## src/hw/rcd_defines.vh

```
`ifndef RCD_DEFINES_VH
`define RCD_DEFINES_VH

// byte addresses of the registers
`define RCD_ADDR_DATE     12'h000
`define RCD_ADDR_CTRL     12'h004
`define RCD_ADDR_W        12

// date field positions
`define RCD_YEAR_T_HI     31
`define RCD_YEAR_T_LO     28
`define RCD_YEAR_O_HI     27
`define RCD_YEAR_O_LO     24
`define RCD_MON_T_HI      23
`define RCD_MON_T_LO      20
`define RCD_MON_O_HI      19
`define RCD_MON_O_LO      16
`define RCD_DAY_T_HI      15
`define RCD_DAY_T_LO      12
`define RCD_DAY_O_HI      11
`define RCD_DAY_O_LO      8
`define RCD_WDAY_HI       3
`define RCD_WDAY_LO       0

// control register: write-enable bit position
`define RCD_WREN_BIT      3

// largest legal digit values
`define RCD_MAX_MON_T     4'h1
`define RCD_MAX_DIGIT     4'h9
`define RCD_MAX_DAY_T     4'h3
`define RCD_MAX_WDAY      4'h6

// reset contents
`define RCD_DATE_RESET    32'h0000_0000
`define RCD_ZERO32        32'h0000_0000
`define RCD_ZERO_NIB      4'h0

// bus responses
`define RCD_RESP_OKAY     2'h0
`define RCD_RESP_SLVERR   2'h2

`endif

```

## src/hw/rcd_date_store.v

```verilog
`include "rcd_defines.vh"

module rcd_date_store (
  input  wire        aclk,
  input  wire        aresetn,
  input  wire        wr_en,
  input  wire [31:0] wr_data,
  input  wire [3:0]  wr_strb,
  output wire [31:0] date_word
);

  reg [3:0] year_tens_digit;
  reg [3:0] year_ones_digit;
  reg [3:0] month_tens_digit;
  reg [3:0] month_ones_digit;
  reg [3:0] day_tens_digit;
  reg [3:0] day_ones_digit;
  reg [3:0] weekday_digit;

  // low nibble of a byte lane, no legality check; an out-of-range digit is kept as written, software owns it
  function [3:0] rcd_lane;
    input [31:0] d;
    input [1:0]  lane;
    begin
      rcd_lane = d[lane*8 +: 4];
    end
  endfunction

  always @(posedge aclk)
  begin
    if (!aresetn)
    begin
      year_tens_digit  <= `RCD_ZERO_NIB;
      year_ones_digit  <= `RCD_ZERO_NIB;
      month_tens_digit <= `RCD_ZERO_NIB;
      month_ones_digit <= `RCD_ZERO_NIB;
      day_tens_digit   <= `RCD_ZERO_NIB;
      day_ones_digit   <= `RCD_ZERO_NIB;
      weekday_digit    <= `RCD_ZERO_NIB;
    end
    else if (wr_en)
    begin
      if (wr_strb[3])
      begin
        year_tens_digit <= wr_data[`RCD_YEAR_T_HI:`RCD_YEAR_T_LO];
        year_ones_digit <= wr_data[`RCD_YEAR_O_HI:`RCD_YEAR_O_LO];
      end
      if (wr_strb[2])
      begin
        month_tens_digit <= wr_data[`RCD_MON_T_HI:`RCD_MON_T_LO];
        month_ones_digit <= wr_data[`RCD_MON_O_HI:`RCD_MON_O_LO];
      end
      if (wr_strb[1])
      begin
        day_tens_digit <= wr_data[`RCD_DAY_T_HI:`RCD_DAY_T_LO];
        day_ones_digit <= wr_data[`RCD_DAY_O_HI:`RCD_DAY_O_LO];
      end
      if (wr_strb[0])
        weekday_digit <= rcd_lane(wr_data, 2'd0);
    end
  end

  // bits 7:4 have no storage
  assign date_word = {year_tens_digit, year_ones_digit,
                      month_tens_digit, month_ones_digit,
                      day_tens_digit, day_ones_digit,
                      `RCD_ZERO_NIB, weekday_digit};

endmodule // rcd_date_store

```

## src/hw/rcd_calendar_date.v

```verilog
// Chosen here: the placing of the registers and the AXI4-Lite slave port.

`include "rcd_defines.vh"

module rcd_calendar_date (
  input  wire        aclk,
  input  wire        aresetn,
  input  wire [11:0] s_axi_awaddr,
  input  wire [2:0]  s_axi_awprot,
  input  wire        s_axi_awvalid,
  output reg         s_axi_awready,
  input  wire [31:0] s_axi_wdata,
  input  wire [3:0]  s_axi_wstrb,
  input  wire        s_axi_wvalid,
  output reg         s_axi_wready,
  output reg  [1:0]  s_axi_bresp,
  output reg         s_axi_bvalid,
  input  wire        s_axi_bready,
  input  wire [11:0] s_axi_araddr,
  input  wire [2:0]  s_axi_arprot,
  input  wire        s_axi_arvalid,
  output reg         s_axi_arready,
  output reg  [31:0] s_axi_rdata,
  output reg  [1:0]  s_axi_rresp,
  output reg         s_axi_rvalid,
  input  wire        s_axi_rready,
  output reg         date_legal
);

  ////////////////////////////////////////////////////////////////////////////
  // write channel capture

  reg  [11:0] aw_addr;
  reg         aw_held;
  reg  [31:0] w_data;
  reg  [3:0]  w_strb;
  reg         w_held;
  reg         clock_write_enable;
  wire [31:0] date_word;
  wire        wr_fire;
  wire        date_sel;
  wire        ctrl_sel;
  wire        date_wr;

  function rcd_legal;
    input [31:0] d;
    begin
      rcd_legal =
        (d[`RCD_YEAR_T_HI:`RCD_YEAR_T_LO] <= `RCD_MAX_DIGIT) &&
        (d[`RCD_YEAR_O_HI:`RCD_YEAR_O_LO] <= `RCD_MAX_DIGIT) &&
        (d[`RCD_MON_T_HI:`RCD_MON_T_LO] <= `RCD_MAX_MON_T) &&
        (d[`RCD_MON_O_HI:`RCD_MON_O_LO] <= `RCD_MAX_DIGIT) &&
        (d[`RCD_DAY_T_HI:`RCD_DAY_T_LO] <= `RCD_MAX_DAY_T) &&
        (d[`RCD_DAY_O_HI:`RCD_DAY_O_LO] <= `RCD_MAX_DIGIT) &&
        (d[`RCD_WDAY_HI:`RCD_WDAY_LO] <= `RCD_MAX_WDAY);
    end
  endfunction

  // decode shared by both channels
  function [1:0] rcd_decode;
    input [11:0] a;
    begin
      if ({a[11:2], 2'b00} == `RCD_ADDR_DATE)
        rcd_decode = 2'b01;
      else if ({a[11:2], 2'b00} == `RCD_ADDR_CTRL)
        rcd_decode = 2'b10;
      else
        rcd_decode = 2'b00;
    end
  endfunction

  assign wr_fire  = aw_held && w_held && !s_axi_bvalid;
  assign date_sel = rcd_decode(aw_addr) == 2'b01;
  assign ctrl_sel = rcd_decode(aw_addr) == 2'b10;
  assign date_wr  = wr_fire && date_sel && clock_write_enable;

  always @(posedge aclk)
  begin
    if (!aresetn)
    begin
      aw_addr       <= `RCD_ADDR_DATE;
      aw_held       <= 1'b0;
      s_axi_awready <= 1'b0;
      w_data        <= `RCD_ZERO32;
      w_strb        <= 4'h0;
      w_held        <= 1'b0;
      s_axi_wready  <= 1'b0;
      s_axi_bvalid  <= 1'b0;
      s_axi_bresp   <= `RCD_RESP_OKAY;
      clock_write_enable <= 1'b0;
    end
    else
    begin
      // one write in flight; ready drops while a beat is held
      s_axi_awready <= !aw_held && !(s_axi_awvalid && s_axi_awready);
      s_axi_wready  <= !w_held && !(s_axi_wvalid && s_axi_wready);
      if (s_axi_awvalid && s_axi_awready)
      begin
        aw_addr <= s_axi_awaddr;
        aw_held <= 1'b1;
      end
      if (s_axi_wvalid && s_axi_wready)
      begin
        w_data <= s_axi_wdata;
        w_strb <= s_axi_wstrb;
        w_held <= 1'b1;
      end
      if (wr_fire)
      begin
        aw_held      <= 1'b0;
        w_held       <= 1'b0;
        s_axi_bvalid <= 1'b1;
        // a locked date write is dropped but still answered okay
        s_axi_bresp  <= (date_sel || ctrl_sel) ? `RCD_RESP_OKAY
                                               : `RCD_RESP_SLVERR;
        if (ctrl_sel && w_strb[0])
          clock_write_enable <= w_data[`RCD_WREN_BIT];
      end
      else if (s_axi_bvalid && s_axi_bready)
        s_axi_bvalid <= 1'b0;
    end
  end

  rcd_date_store u_store (
    .aclk      (aclk),
    .aresetn   (aresetn),
    .wr_en     (date_wr),
    .wr_data   (w_data),
    .wr_strb   (w_strb),
    .date_word (date_word)
  );

  ////////////////////////////////////////////////////////////////////////////
  // read channel

  always @(posedge aclk)
  begin
    if (!aresetn)
    begin
      s_axi_arready <= 1'b0;
      s_axi_rvalid  <= 1'b0;
      s_axi_rdata   <= `RCD_ZERO32;
      s_axi_rresp   <= `RCD_RESP_OKAY;
      date_legal    <= 1'b0;
    end
    else
    begin
      date_legal    <= rcd_legal(date_word);
      s_axi_arready <= !s_axi_rvalid && !(s_axi_arvalid && s_axi_arready);
      if (s_axi_arvalid && s_axi_arready)
      begin
        s_axi_rvalid <= 1'b1;
        if (rcd_decode(s_axi_araddr) == 2'b01)
        begin
          // all fields latched on one edge
          s_axi_rdata <= date_word;
          s_axi_rresp <= `RCD_RESP_OKAY;
        end
        else if (rcd_decode(s_axi_araddr) == 2'b10)
        begin
          s_axi_rdata <= {28'h000_0000, clock_write_enable, 3'b000};
          s_axi_rresp <= `RCD_RESP_OKAY;
        end
        else
        begin
          s_axi_rdata <= `RCD_ZERO32;
          s_axi_rresp <= `RCD_RESP_SLVERR;
        end
      end
      else if (s_axi_rvalid && s_axi_rready)
        s_axi_rvalid <= 1'b0;
    end
  end

endmodule // rcd_calendar_date

```

## config.mk

```make
export PLATFORM = sky130hd
export DESIGN_NAME = rcd_calendar_date
export DESIGN_NICKNAME = d
export VERILOG_FILES = /design/src/hw/rcd_date_store.v /design/src/hw/rcd_calendar_date.v
export VERILOG_INCLUDE_DIRS = /design/src /design/src/hw
export SDC_FILE = /design/constraint.sdc
export NUM_CORES = 1
export LEC_CHECK = 0
export BUFFER_PORTS_ARGS = -buffer_cell sky130_fd_sc_hd__buf_2
export CAP_MARGIN = 30
export CORE_MARGIN = 5
export CORE_UTILIZATION = 36
export CTS_BUF_LIST = sky130_fd_sc_hd__clkbuf_16
export CTS_CLUSTER_DIAMETER = 30
export DETAILED_ROUTE_END_ITERATION = 10
export HOLD_SLACK_MARGIN = 0.1
export SETUP_SLACK_MARGIN = 0.3
export SLEW_MARGIN = 30
export SYNTH_ARGS = -nofsm -noshare
export SYNTH_HDL_FRONTEND = slang
export SYNTH_SLANG_ARGS = --single-unit
```

## constraint.sdc

```tcl
create_clock -name aclk -period 5.5 [get_ports aclk]
set_input_delay 1.1 -clock aclk [delete_from_list [all_inputs] [get_ports aclk]]
set_output_delay 1.1 -clock aclk [all_outputs]
set_load 0.05 [all_outputs]
```

## Word level (Yosys, flattened, before mapping)

Index checks and enable logic that the tools add are counted.

- Flip-flop bits (word level): 121
- Latch bits: 0
- Memory bits (writable): 0
- Memory bits (read-only): 0
- Bits of input ports: 73
- Output and inout bits: 42
- Memories kept: 0

- $add $sub $neg: 0
- Multipliers: 0
- Div/mod/pow operators: 0
- $lt $le $gt $ge: 7
- Equal/unequal tests: 6
- Shifts and indexed selects: 0
- Mux-type cells: 18
- Bitwise gates (word level): 1
- Reductions and logical operators: 37

Operator list:

| kind | count |
|---|---|
| 32-bit 2-to-1 mux | 1 |
| 2-bit 2-to-1 mux | 12 |
| 10-bit by 1-bit == test with 1-bit output, second input constant | 2 |
| 10-bit logical NOT | 2 |
| 1-bit logical AND | 19 |
| 4-bit <= comparator, second input constant | 4 |
| 2-bit AND reduction | 5 |
| 1-bit logical NOT | 7 |
| 2-bit by 1-bit == test with 1-bit output, second input constant | 2 |
| 2-bit == test, second input constant | 2 |
| 4-bit by 1-bit <= comparator with 1-bit output, second input constant | 1 |
| 4-bit by 2-bit <= comparator with 1-bit output, second input constant | 1 |
| 4-bit by 3-bit <= comparator with 1-bit output, second input constant | 1 |
| 1-bit 2-to-1 mux | 4 |
| 4-bit 2-to-1 mux | 1 |
| 2-bit nonzero test | 2 |
| 2-bit OR reduction | 1 |
| 1-bit logical OR | 1 |
| 1-bit NOT | 1 |

## Longest topological paths before layout

Gate-level depths: netlist of the first run.

- Word-level depth: 12
- Depth in mapped cells: 6
- Depth with buffers taken out: 3

## By module

Synthesis of the first run repeated with hierarchy kept, for this count alone.

- Cells, all modules: 472
- Area, all modules: 4299.1 um^2

By module, submodules not included:

| module | instances | cells an instance | area each (um^2) | seq. area each (um^2) |
|---|---|---|---|---|
| rcd_calendar_date | 1 | 336 | 3099.2 | 1781.7 |
| rcd_date_store | 1 | 136 | 1199.9 | 560.5 |

## Worst setup path after synthesis of the first run

Ideal clock, no wire load.

- Kind: input-to-reg
- From: in s_axi_araddr[11]
- To: reg s_axi_rdata[0]
- Setup time: 60 ps
- Arrival: 2380 ps
- Data required time: 5440 ps
- Slack: 3060 ps
- Cell stages on the path: 5
- Path through: nor4bb_1 > and4_1 > clkbuf_1 > clkbuf_1 > a22o_1

- Cells in the longest elaborated chain, start to end: 7
- Elaborated cells on any way between the ends: 8

RTL lines:

| element | RTL line | source |
|---|---|---|
| start, declared | rcd_calendar_date.v:19 | `input wire [11:0] s_axi_araddr,` |
| 10-bit by 1-bit == test with 1-bit output (no source line) | n/a |  |
| 2-bit 2-to-1 mux | rcd_calendar_date.v:65 | `` else if ({a[11:2], 2'b00} == `RCD_ADDR_CTRL) `` |
| 2-bit 2-to-1 mux * | rcd_calendar_date.v:63 | `` if ({a[11:2], 2'b00} == `RCD_ADDR_DATE) `` |
| 2-bit 2-to-1 mux * | rcd_calendar_date.v:150 | `if (s_axi_arvalid && s_axi_arready)` |
| 2-bit 2-to-1 mux * | rcd_calendar_date.v:138 | `if (!aresetn)` |
| 2-bit by 1-bit == test with 1-bit output * | rcd_calendar_date.v:153 | `if (rcd_decode(s_axi_araddr) == 2'b01)` |
| 32-bit 2-to-1 mux * | rcd_calendar_date.v:153 |  |
| end signal, assigned | rcd_calendar_date.v:142 | `` s_axi_rdata <= `RCD_ZERO32; `` |
| end signal, assigned | rcd_calendar_date.v:156 | `s_axi_rdata <= date_word;` |
| end signal, assigned | rcd_calendar_date.v:161 | `s_axi_rdata <= {28'h000_0000, clock_write_enable, 3'b000};` |
| end, declared | rcd_calendar_date.v:23 | `output reg [31:0] s_axi_rdata,` |

Mark *: on every way between the ends. The rest lies on a longest branch, timed or not. The select of a mux whose other input is x is not followed.
A chain may end at the register's enable or synchronous reset.

## Worst setup path in the final report of the first run

- From: in s_axi_arvalid
- To: reg s_axi_rdata[2]

- Cells in the longest elaborated chain, start to end: 1

RTL lines:

| element | RTL line | source |
|---|---|---|
| start, declared | rcd_calendar_date.v:21 | `input wire s_axi_arvalid,` |
| 1-bit logical AND | rcd_calendar_date.v:150 |  |
| end signal, assigned | rcd_calendar_date.v:156 |  |
| end signal, assigned | rcd_calendar_date.v:161 |  |
| end signal, assigned | rcd_calendar_date.v:166 | `` s_axi_rdata <= `RCD_ZERO32; `` |

No other way between the ends.

==> out/results.tsv, run 1 <==
metric	value	unit
DR WL met3	532	um
CTS root buf	clkbuf_16	
IO Port Bufs	94	
number of synthesized register bits	109	
Longest Clk Path Bufs	2	
Synth Instances	443	
gp weighted congestion	0.7108	
DR WL/cell	13.47	um
Iteration-0 DRC Markers	135	
crit-path cells	buf_2 > nor4bb_1 > and4_2 > a22o_1	
post-synthesis cell type count	33	
Total Wirelength	9013	um
leak pwr	1.963	nW
Seq/Total Area, Yosys	52.61	%
layout cells sized above 1	23.00	%
Worst Hold End	s_axi_arready	
Maximum Capacitance Violations	0	
post-synthesis async set-or-reset flop share	0	%
Syn. warnings	0	
clock transition at the registers of the reported paths	70	ps
worst slew pin tran	844.6	ps
Startpoint Class	primary input	
worst skew pair latency	350	ps
die height	117.3	um
R2R Path Start	clock_write_enable	
max incr delay on CP	710	ps
Fmax	431.5	MHz
total vias in the final route	3164	
post-DR vias/cell	4.729	
Site Rows	39	
GRT Total Usage	13.24	%
first-pass GRT wire length	15000	um
P&R area growth vs syn	20.90	%
worst hold start	s_axi_rvalid	
Initial Util	36.48	%
final hold vios	0	
CP Capture Type	flop	
largest cells by area after synthesis	dfxtp_1 (53%), nand2_1 (13%), mux2i_1 (7.2%)	
min Tclk post-route	2318	ps
# DRC	0	
total I/O pin count	115	
FF-to-FF path depth	3	
final setup vio count	0	
Relative slew margins	43.27	%
Clock Skew	8.084	ps
initial antenna violation count	0	
die area	0.01377	mm^2
Peak VDD IR	0.0001977	V
CP max stage cell	and4_2	
# diodes	0	
Resize count post-CTS	0	
total congestion overflow	0	
TNS Setup	0	ps
Filler Cell Count	1148	
vias in the first global route	3065	
Finished Layout Cells	669	
Setup CP Type	primary input to flop	
Synth Flop Type	dfxtp_1	
Power Density	329.4	mW/mm^2
Synth top cells by count	nand2_1 (146), dfxtp_1 (109), mux2i_1 (30), a22o_1 (27), clkbuf_1 (24)	
HP Class	flop to flop	
crit path DAT	2600	ps
share of the synthesized area in the top cell type	52.61	%
met2 wire length	3997	um
Top Layer Used	met4	
largest net degree at the start of global routing	110	
RSZ-0062 raised after global routing	false	
syn avg cell area	9.363	um^2
Routed Antenna Nets	0	
Post-CTS Setup Bufs	0	
Worst R2R Setup Slack	3320	ps
TritonCTS Sinks	109	
CTS H-tree lvls	3	
Detailed Place HPWL	6307	um
Die Wd	117.3	um
Post-CTS Hold Buffers	0	
crit path max fanout	27	
Layout Nets	594	
final critical-path share of the clock period	42.14	%
Post-Syn Area	0.004148	mm^2
CP bufs+invs	1	
Num CTS Buffers	9	
CORE AREA	0.01137	mm^2
dpl cells	653	
cell accounting for the most synthesized area	dfxtp_1	
CTS tree	done	
outcome	complete, no violations	
Hold Crit Depth	1	
drt pass-1 iters	4	
crit-path leading delay family	simple AND/OR/NAND/NOR gates	
Reg2Reg Capture Point	u_store.day_tens_digit[1]	
Critical Path RT	5790	ps
fin. max-slew vios	0	
Post-synth EDFFs	0	
wl on met1	4330	um
top-count cell post-synth	nand2_1	
registers in the layout (all words and copies together) (netlist names), 4 cells and up:
signal	flops
aw_addr	10
s_axi_rdata	28
u_store.day_ones_digit	4
u_store.day_tens_digit	4
u_store.month_ones_digit	4
u_store.month_tens_digit	4
u_store.weekday_digit	4
u_store.year_ones_digit	4
u_store.year_tens_digit	4
w_data	28
w_strb	4
cells in the final DEF, fill, tap and decap left out, types with 4 or more instances in the layout:
cell       netlist  layout
nand4b_1         4       4
nor2_1           6       6
a21boi_1        23      23
clkbuf_16        0       9
o21ai_0          7       7
a22o_1          27      27
a21boi_0        21      20
nand2_1        146     145
mux2i_1         30      30
buf_2            0      94
nor4_4           4       4
and2_1           5       5
dfxtp_1        109     109
conb_1           1       6
report_power, final:
part / switching [mW] / total [mW] / internal, mW
sequential: 0.0117 / 0.820 / 0.808
combinational: 0.0796 / 0.120 / 0.0408
clock: 0.304 / 0.712 / 0.407
total: 0.395 / 1.65 / 1.26
metal layers:
metal | vias up | global-route usage, %
met2 | 77 | 20.26
met4 | 0 | 5.294
li1 | 1647 | -
met3 | 9 | 4.139
met1 | 1431 | 17.32
met5 | - | 0
cell families after synthesis:
kind of cell	synth area share, %
other	0.09041
and+or+nand+nor	21.12
DFF	52.61
AOI/OAI and AO/OA	14.96
muxes	7.240
buffers and inverters	3.982
layout make-up:
cell class / count / area (um^2) / share of cell area [%]
flip-flops and latches: 109 / 2182 / 43.51
multi-input cells: 304 / 1827 / 36.43
repair buffers: 97 / 496.7 / 9.905
clock buffers: 9 / 225.2 / 4.491
well taps: 143 / 178.9 / 3.568
clock inverters: 7 / 105.1 / 2.096
metrics by stage:
step	power, mW	area [um^2]	hold slack [ps]	util, %	setup slack [ps]
after floorplan	0.9242	4167	434.4	-	3060
after global placement	0.9576	4677	420.1	41.14	2597
after detailed placement	0.9610	4679	438.7	41.16	2537
after CTS	1.679	5010	455.1	44.06	2900
after global routing	1.725	5015	478.7	44.11	3125
final	1.652	5015	448.2	44.11	3182
worst max path at each step:
stage                                 from         endpoint  slack, ps  cells past startpoint
after floorplan           s_axi_araddr[11]   s_axi_rdata[0]       3060                      5
after global placement       s_axi_arvalid   s_axi_rdata[8]       2600                      4
after detailed placement   s_axi_araddr[4]   s_axi_rdata[2]       2540                      4
after CTS                    s_axi_arvalid   s_axi_rdata[2]       2900                      4
after global routing       s_axi_araddr[4]  s_axi_rdata[14]       3130                      4
final                        s_axi_arvalid   s_axi_rdata[2]       3180                      4
(Power assumes the default switching activity.)
==> inputs of run 2 (changes only) <==
--- a/config.mk
+++ b/config.mk
@@ -6,6 +6,7 @@
 export SDC_FILE = /design/constraint.sdc
 export NUM_CORES = 1
 export LEC_CHECK = 0
+export ABC_AREA = 1
 export BUFFER_PORTS_ARGS = -buffer_cell sky130_fd_sc_hd__buf_2
 export CAP_MARGIN = 30
 export CORE_MARGIN = 5
==> constraint.sdc (replaced) <==
create_clock -name aclk -period 2.27 [get_ports aclk]
set_input_delay 0.454 -clock aclk [delete_from_list [all_inputs] [get_ports aclk]]
set_output_delay 0.454 -clock aclk [all_outputs]
set_load 0.05 [all_outputs]
==> run 2 against run 1 <==
Net effect: clock skew increased by 1.8 ps; non-clock buffer count up 6; design area increased by 3.2%; synthesized cell count rose by 30%; die area rose by 3.5%; wire length grew 8.6%; clock-buffer cell count unchanged; total power up 140%; sequential share of layout area down 1.3 points; largest power group unchanged.
==> out/results.tsv, run 2 <==
metric	value	unit
cell accounting for the most synthesized area	dfxtp_1	
crit path DAT	1030	ps
Routed Antenna Nets	0	
CTS tree	done	
Gate power share	9.0	%
post-synthesis cell type count	24	
net switching power	0.9711	mW
initial antenna violation count	0	
IO Port Bufs	94	
largest cells by area after synthesis	dfxtp_1 (51%), nor2_1 (12%), nand2_1 (9.0%)	
clock transition at the registers of the reported paths	70	ps
adder-cell area share of the yosys netlist	0	%
syn avg cell area	7.451	um^2
CTS root buf	clkbuf_16	
crit-path cells	buf_2	
Longest Clk Path Bufs	2	
total I/O pin count	115	
Hold Crit Depth	4	
DP Area	0.004858	mm^2
CP max stage cell	dfxtp_1	
Synth top cells by count	nor2_1 (143), dfxtp_1 (109), nand2_1 (103), o21ai_0 (69), inv_1 (44)	
first-pass GRT wire length	16550	um
Clock Power Share	40.8	%
# diodes	0	
TritonCTS Sinks	109	
Post-CTS Hold Buffers	0	
Layout Nets	733	
worst slew pin tran	640.8	ps
TNS Setup	0	ps
final hold vios	0	
die height	119.4	um
total congestion overflow	0	
post-synthesis async set-or-reset flop share	0	%
Num CTS Buffers	9	
top-count cell post-synth	nor2_1	
xor/xnor share of the synthesized area	0	%
Peak VDD IR	0.0003729	V
Iteration-0 DRC Markers	228	
Post-synth EDFFs	0	
Site Rows	40	
Post-Layout Inst Area	0.005175	mm^2
number of synthesized register bits	109	
max incr delay on CP	390	ps
Finished Layout Cells	812	
vias in the first global route	3519	
dpl cells	796	
Total Wirelength	9792	um
min Tclk post-route	1485	ps
GRT Total Usage	14.07	%
drt pass-1 iters	5	
Relative slew margins	57.28	%
final setup vio count	0	
total vias in the final route	3716	
Internal Power	3.055	mW
worst skew pair latency	350	ps
CTS H-tree lvls	3	
register share of total power	50.1	%
CORE AREA	0.01186	mm^2
CP bufs+invs	1	
Power Density	777.9	mW/mm^2
Fmax	673.5	MHz
DR WL/cell	12.06	um
crit path max fanout	3	
FF-to-FF path depth	6	
Post-Syn Area	0.004307	mm^2
fin. max-slew vios	0	
biggest regs	s_axi_rdata: 28 flops, w_data: 28 flops, aw_addr: 10 flops	
Initial Util	36.31	%
Syn. warnings	0	
share of the synthesized area in the top cell type	50.67	%
Startpoint Class	flop	
Synth Instances	578	
post-DR vias/cell	4.576	
commonest non-fill, non-tap cell in the layout	nor2_1	
commonest non-fill, non-tap cells in the layout	nor2_1 (142), dfxtp_1 (109), nand2_1 (103)	
Die Wd	119.4	um
HP Class	primary input to flop	
P&R area growth vs syn	20.16	%
post-synthesis mux area share	0	%
Synth Area in Compound Gates	10.60	%
switch share	24.12	%
Seq/Total Area, Yosys	50.67	%
Maximum Capacitance Violations	0	
RSZ-0062 raised after global routing	false	
die area	0.01425	mm^2
crit-path leading delay family	flip-flops	
gp weighted congestion	0.7761	
Critical Path RT	1820	ps
Setup CP Type	flop to output pin	
Crit path depth	1	
Resize count post-CTS	0	
final critical-path share of the clock period	65.41	%
Synth Flop Type	dfxtp_1	
largest family of logic cells by synthesized area	simple AND/OR/NAND/NOR gates	
layout cells sized above 1	19.40	%
Post-CTS Setup Bufs	0	
Detailed Place HPWL	7090	um
largest net degree at the start of global routing	74	
outcome	complete, no violations	
CP Capture Type	output pin	
leak pwr	2.438	nW
Synth Area in Simple Gates	30.10	%
# DRC	0	
Clock Skew	9.894	ps
## run 2: cell count changes in the layout (fill, tap and decap cells not counted), moves of 30 or more
| cell | previous run | this run |
|---|---|---|
| inv_1 | 0 | 45 |
| nor2_1 | 6 | 142 |
| o21ai_0 | 7 | 69 |
| nand2_1 | 145 | 103 |
| nand4_1 | 1 | 31 |
| mux2i_1 | 30 | 0 |
## run 2: final cells by class
cell class / count / area, um^2
clock inverter: 7 / 91.34
sequential: 109 / 2182
fill: 1251 / 6686
timing repair buffer: 103 / 538.0
multi-input combinational: 390 / 1778
clock buffer: 9 / 225.2
inverter: 47 / 176.4
tap: 147 / 183.9
## run 2: power by group through the flow
| stage | combinational [mW] | sequential [mW] | clock [mW] |
|---|---|---|---|
| after floorplan | 0.232 | 2.09 | 0 |
| after global placement | 0.359 | 2.06 | 0 |
| after detailed placement | 0.368 | 2.06 | 0 |
| after CTS | 0.368 | 2.02 | 1.68 |
| after global routing | 0.410 | 2.03 | 1.76 |
| final | 0.364 | 2.02 | 1.64 |
## run 2: worst paths after layout
| kind | startpoint | end | slack, ps |
|---|---|---|---|
| worst max-delay path | s_axi_bvalid | s_axi_bvalid | 790 |
| worst min-delay path | s_axi_rready | s_axi_rvalid | 350 |
| worst max register to register | aw_addr[11] | u_store.month_ones_digit[1] | 790 |
| worst min register to register | s_axi_rvalid | s_axi_arready | 450 |
## run 2: cell families after synthesis
family,count (synthesis)
AND/OR/NAND/NOR,294
flip-flops,109
AO/OA/AOI/OAI,90
buffers and inverters,84
other,1
## run 2: worst register-to-register path: cells and delay by family, from the launching register on
kind	cells	cell delay, ps
flops	1	320
buf+inv	1	100
simple gates	5	930
## run 2: per-layer routing
layer / GRT usage [%] / wire (um) / up-vias
met5: 0 / 0 / -
met2: 21.05 / 4039 / 93
met3: 4.226 / 616 / 12
li1: - / - / 1997
met1: 19.55 / 4993 / 1614
met4: 4.223 / 142 / 0
## run 2: per-stage QoR
step                      worst slack (ps)  total power, mW  utilization [%]  hold slack [ps]
after floorplan                      653.9            2.322                -            424.9
after global placement               688.5            2.421            40.96            432.6
after detailed placement             640.4            2.431            40.96            441.8
after CTS                            768.2            4.070            43.63            340.0
after global routing                 633.2            4.197            43.63            352.9
final                                785.2            4.026            43.63            354.9
==> inputs of run 3 (changes only) <==
==> constraint.sdc (replaced) <==
create_clock -name aclk -period 1.2 [get_ports aclk]
set_input_delay 0.24 -clock aclk [delete_from_list [all_inputs] [get_ports aclk]]
set_output_delay 0.24 -clock aclk [all_outputs]
set_load 0.05 [all_outputs]
==> run 3 against run 2 <==
Net effect: highest routed layer unchanged; sequential share of layout area shrank 11 points; worst setup slack lost 1000 ps; largest cell class is now multi-input gates; non-clock buffer count grew 66; the flow now finishes with violations (setup timing); critical path type is now flop to flop; via count grew 18%.
==> out/results.tsv, run 3 (synthesis results as in run 2) <==
metric	value	unit
Layout Nets	808	
met2 GRT Util	30.87	%
Worst Hold End	w_data[9]	
most used routing layer	met2	
CP bufs+invs	4	
Die Wd	119.4	um
R2R Path Start	aw_addr[4]	
dpl cells	811	
Clock Skew	6.353	ps
CTS tree	done	
Maximum Capacitance Violations	0	
Fmax	698.8	MHz
crit path setup slack, layout	-230.9	ps
leak pwr	3.250	nW
CTS root buf	clkbuf_16	
first-pass GRT wire length	20610	um
Iteration-0 DRC Markers	329	
Routed Antenna Nets	0	
IO Port Bufs	94	
# diodes	0	
outcome	finished with violations	
Longest Clk Path Bufs	2	
largest net degree at the start of global routing	42	
die height	119.4	um
vias in the first global route	4127	
Initial Util	36.31	%
Site Rows	40	
TritonCTS Sinks	109	
Worst Hold Margin	112.4	ps
DR WL/cell	16.51	um
Critical Path RT	1490	ps
# DRC	0	
total I/O pin count	115	
clock transition at the registers of the reported paths	70	ps
FF-to-FF path depth	10	
CP most frequent cell	buf_6	
P&R area growth vs syn	71.09	%
CORE AREA	0.01186	mm^2
CP Capture Type	flop	
commonest non-fill, non-tap cells in the layout	nor2_1 (89), dfxtp_1 (62), nand2_1 (58), buf_2 (58), o21ai_1 (42)	
die area	0.01425	mm^2
crit-path cells	buf_6 > buf_6 > buf_6 > inv_2 > nand2_1 > nor2_1 > nand2_1 > nor2_2 > nand4_1 > a21oi_1	
final setup vio count	32	
Startpoint Class	flop	
Num CTS Buffers	9	
Post-Layout Inst Area	0.007368	mm^2
final hold vios	0	
crit path DAT	1720	ps
Peak VDD IR	0.0007260	V
failing checks	setup timing	
Reg2Reg Capture Point	clock_write_enable	
TNS Setup	-4753	ps
worst skew pair latency	360	ps
GRT Total Usage	18.02	%
initial antenna violation count	0	
RSZ-0062 raised after global routing	true	
Power Density	1126	mW/mm^2
total vias in the final route	4401	
HP Class	primary input to flop	
Detailed Place HPWL	7536	um
Worst R2R Setup Slack	-230	ps
fin. max-slew vios	0	
M3 GR Usage	4.226	%
biggest regs	s_axi_rdata: 28 flops, w_data: 28 flops, aw_addr: 10 flops	
CP max stage cell	dfxtp_4	
crit path max fanout	2	
DP Area	0.005097	mm^2
post-DR vias/cell	4.962	
Finished Layout Cells	887	
Hold Crit Depth	3	
pre-CTS setup slack	-220.6	ps
met1 Usage GRT	22.19	%
CTS H-tree lvls	3	
layout cells sized above 1	51.35	%
commonest non-fill, non-tap cell in the layout	nor2_1	
min Tclk post-route	1431	ps
drt pass-1 iters	5	
final critical-path share of the clock period	119.2	%
max incr delay on CP	360	ps
crit-path leading delay family	simple AND/OR/NAND/NOR gates	
gp weighted congestion	0.7538	
Setup CP Type	flop to flop	
worst hold start	s_axi_wdata[9]	
total congestion overflow	0	
Post-CTS Hold Buffers	0	
Total Wirelength	14650	um
[run 3: what timing repair did]
action,in CTS,in global routing
cloned,8,8
setup endpoints to repair,133,144
pin swaps,28,32
gates resized for setup,240,147
buffers inserted,27,17
[run 3: layout make-up]
cell class / count / area (um^2)
timing repair inverter: 5 / 122.6
tap: 147 / 183.9
clock inverter: 6 / 36.28
timing repair buffer: 169 / 1780
inverter: 47 / 221.5
multi-input combinational: 394 / 2490
fill: 956 / 4493
sequential: 109 / 2283
clock buffer: 10 / 250.2
[run 3: worst max path at each step]
stage | startpoint | to | slack, ps | cells after the start
after global routing | aw_held | u_store.year_ones_digit[2] | -300 | 8
after floorplan | s_axi_bvalid | u_store.day_ones_digit[0] | -80 | 7
after CTS | aw_addr[4] | u_store.weekday_digit[2] | -150 | 8
after detailed placement | aw_addr[6] | u_store.year_ones_digit[2] | -220 | 7
final | aw_addr[4] | clock_write_enable | -230 | 10
after global placement | aw_addr[6] | u_store.day_tens_digit[2] | -180 | 6
[run 3: worst reg2reg max path: cells and delay by family (launching register included)]
| kind | cells | cell delay (ps) |
|---|---|---|
| AOI/OAI and AO/OA | 1 | 170 |
| and+or+nand+nor | 5 | 470 |
| buffers and inverters | 4 | 350 |
| DFF | 1 | 360 |
[run 3: per-layer routing]
metal,part of all wire (%),vias to the layer above
li1,-,2171
met1,41,2059
met2,51,146
met3,5.7,25
met4,2.0,0
met5,0,-
[run 3: report_power, final]
| part | internal [mW] | total (mW) | switching, mW |
|---|---|---|---|
| combinational | 0.693 | 1.51 | 0.812 |
| sequential | 3.72 | 3.88 | 0.155 |
| clock | 1.52 | 2.91 | 1.39 |
| total | 5.94 | 8.29 | 2.35 |
[run 3: stage by stage]
stage / util, % / power (mW)
after floorplan: - / 4.476
after global placement: 42.97 / 4.697
after detailed placement: 42.97 / 4.710
after CTS: 55.71 / 8.055
after global routing: 62.12 / 8.554
final: 62.12 / 8.294
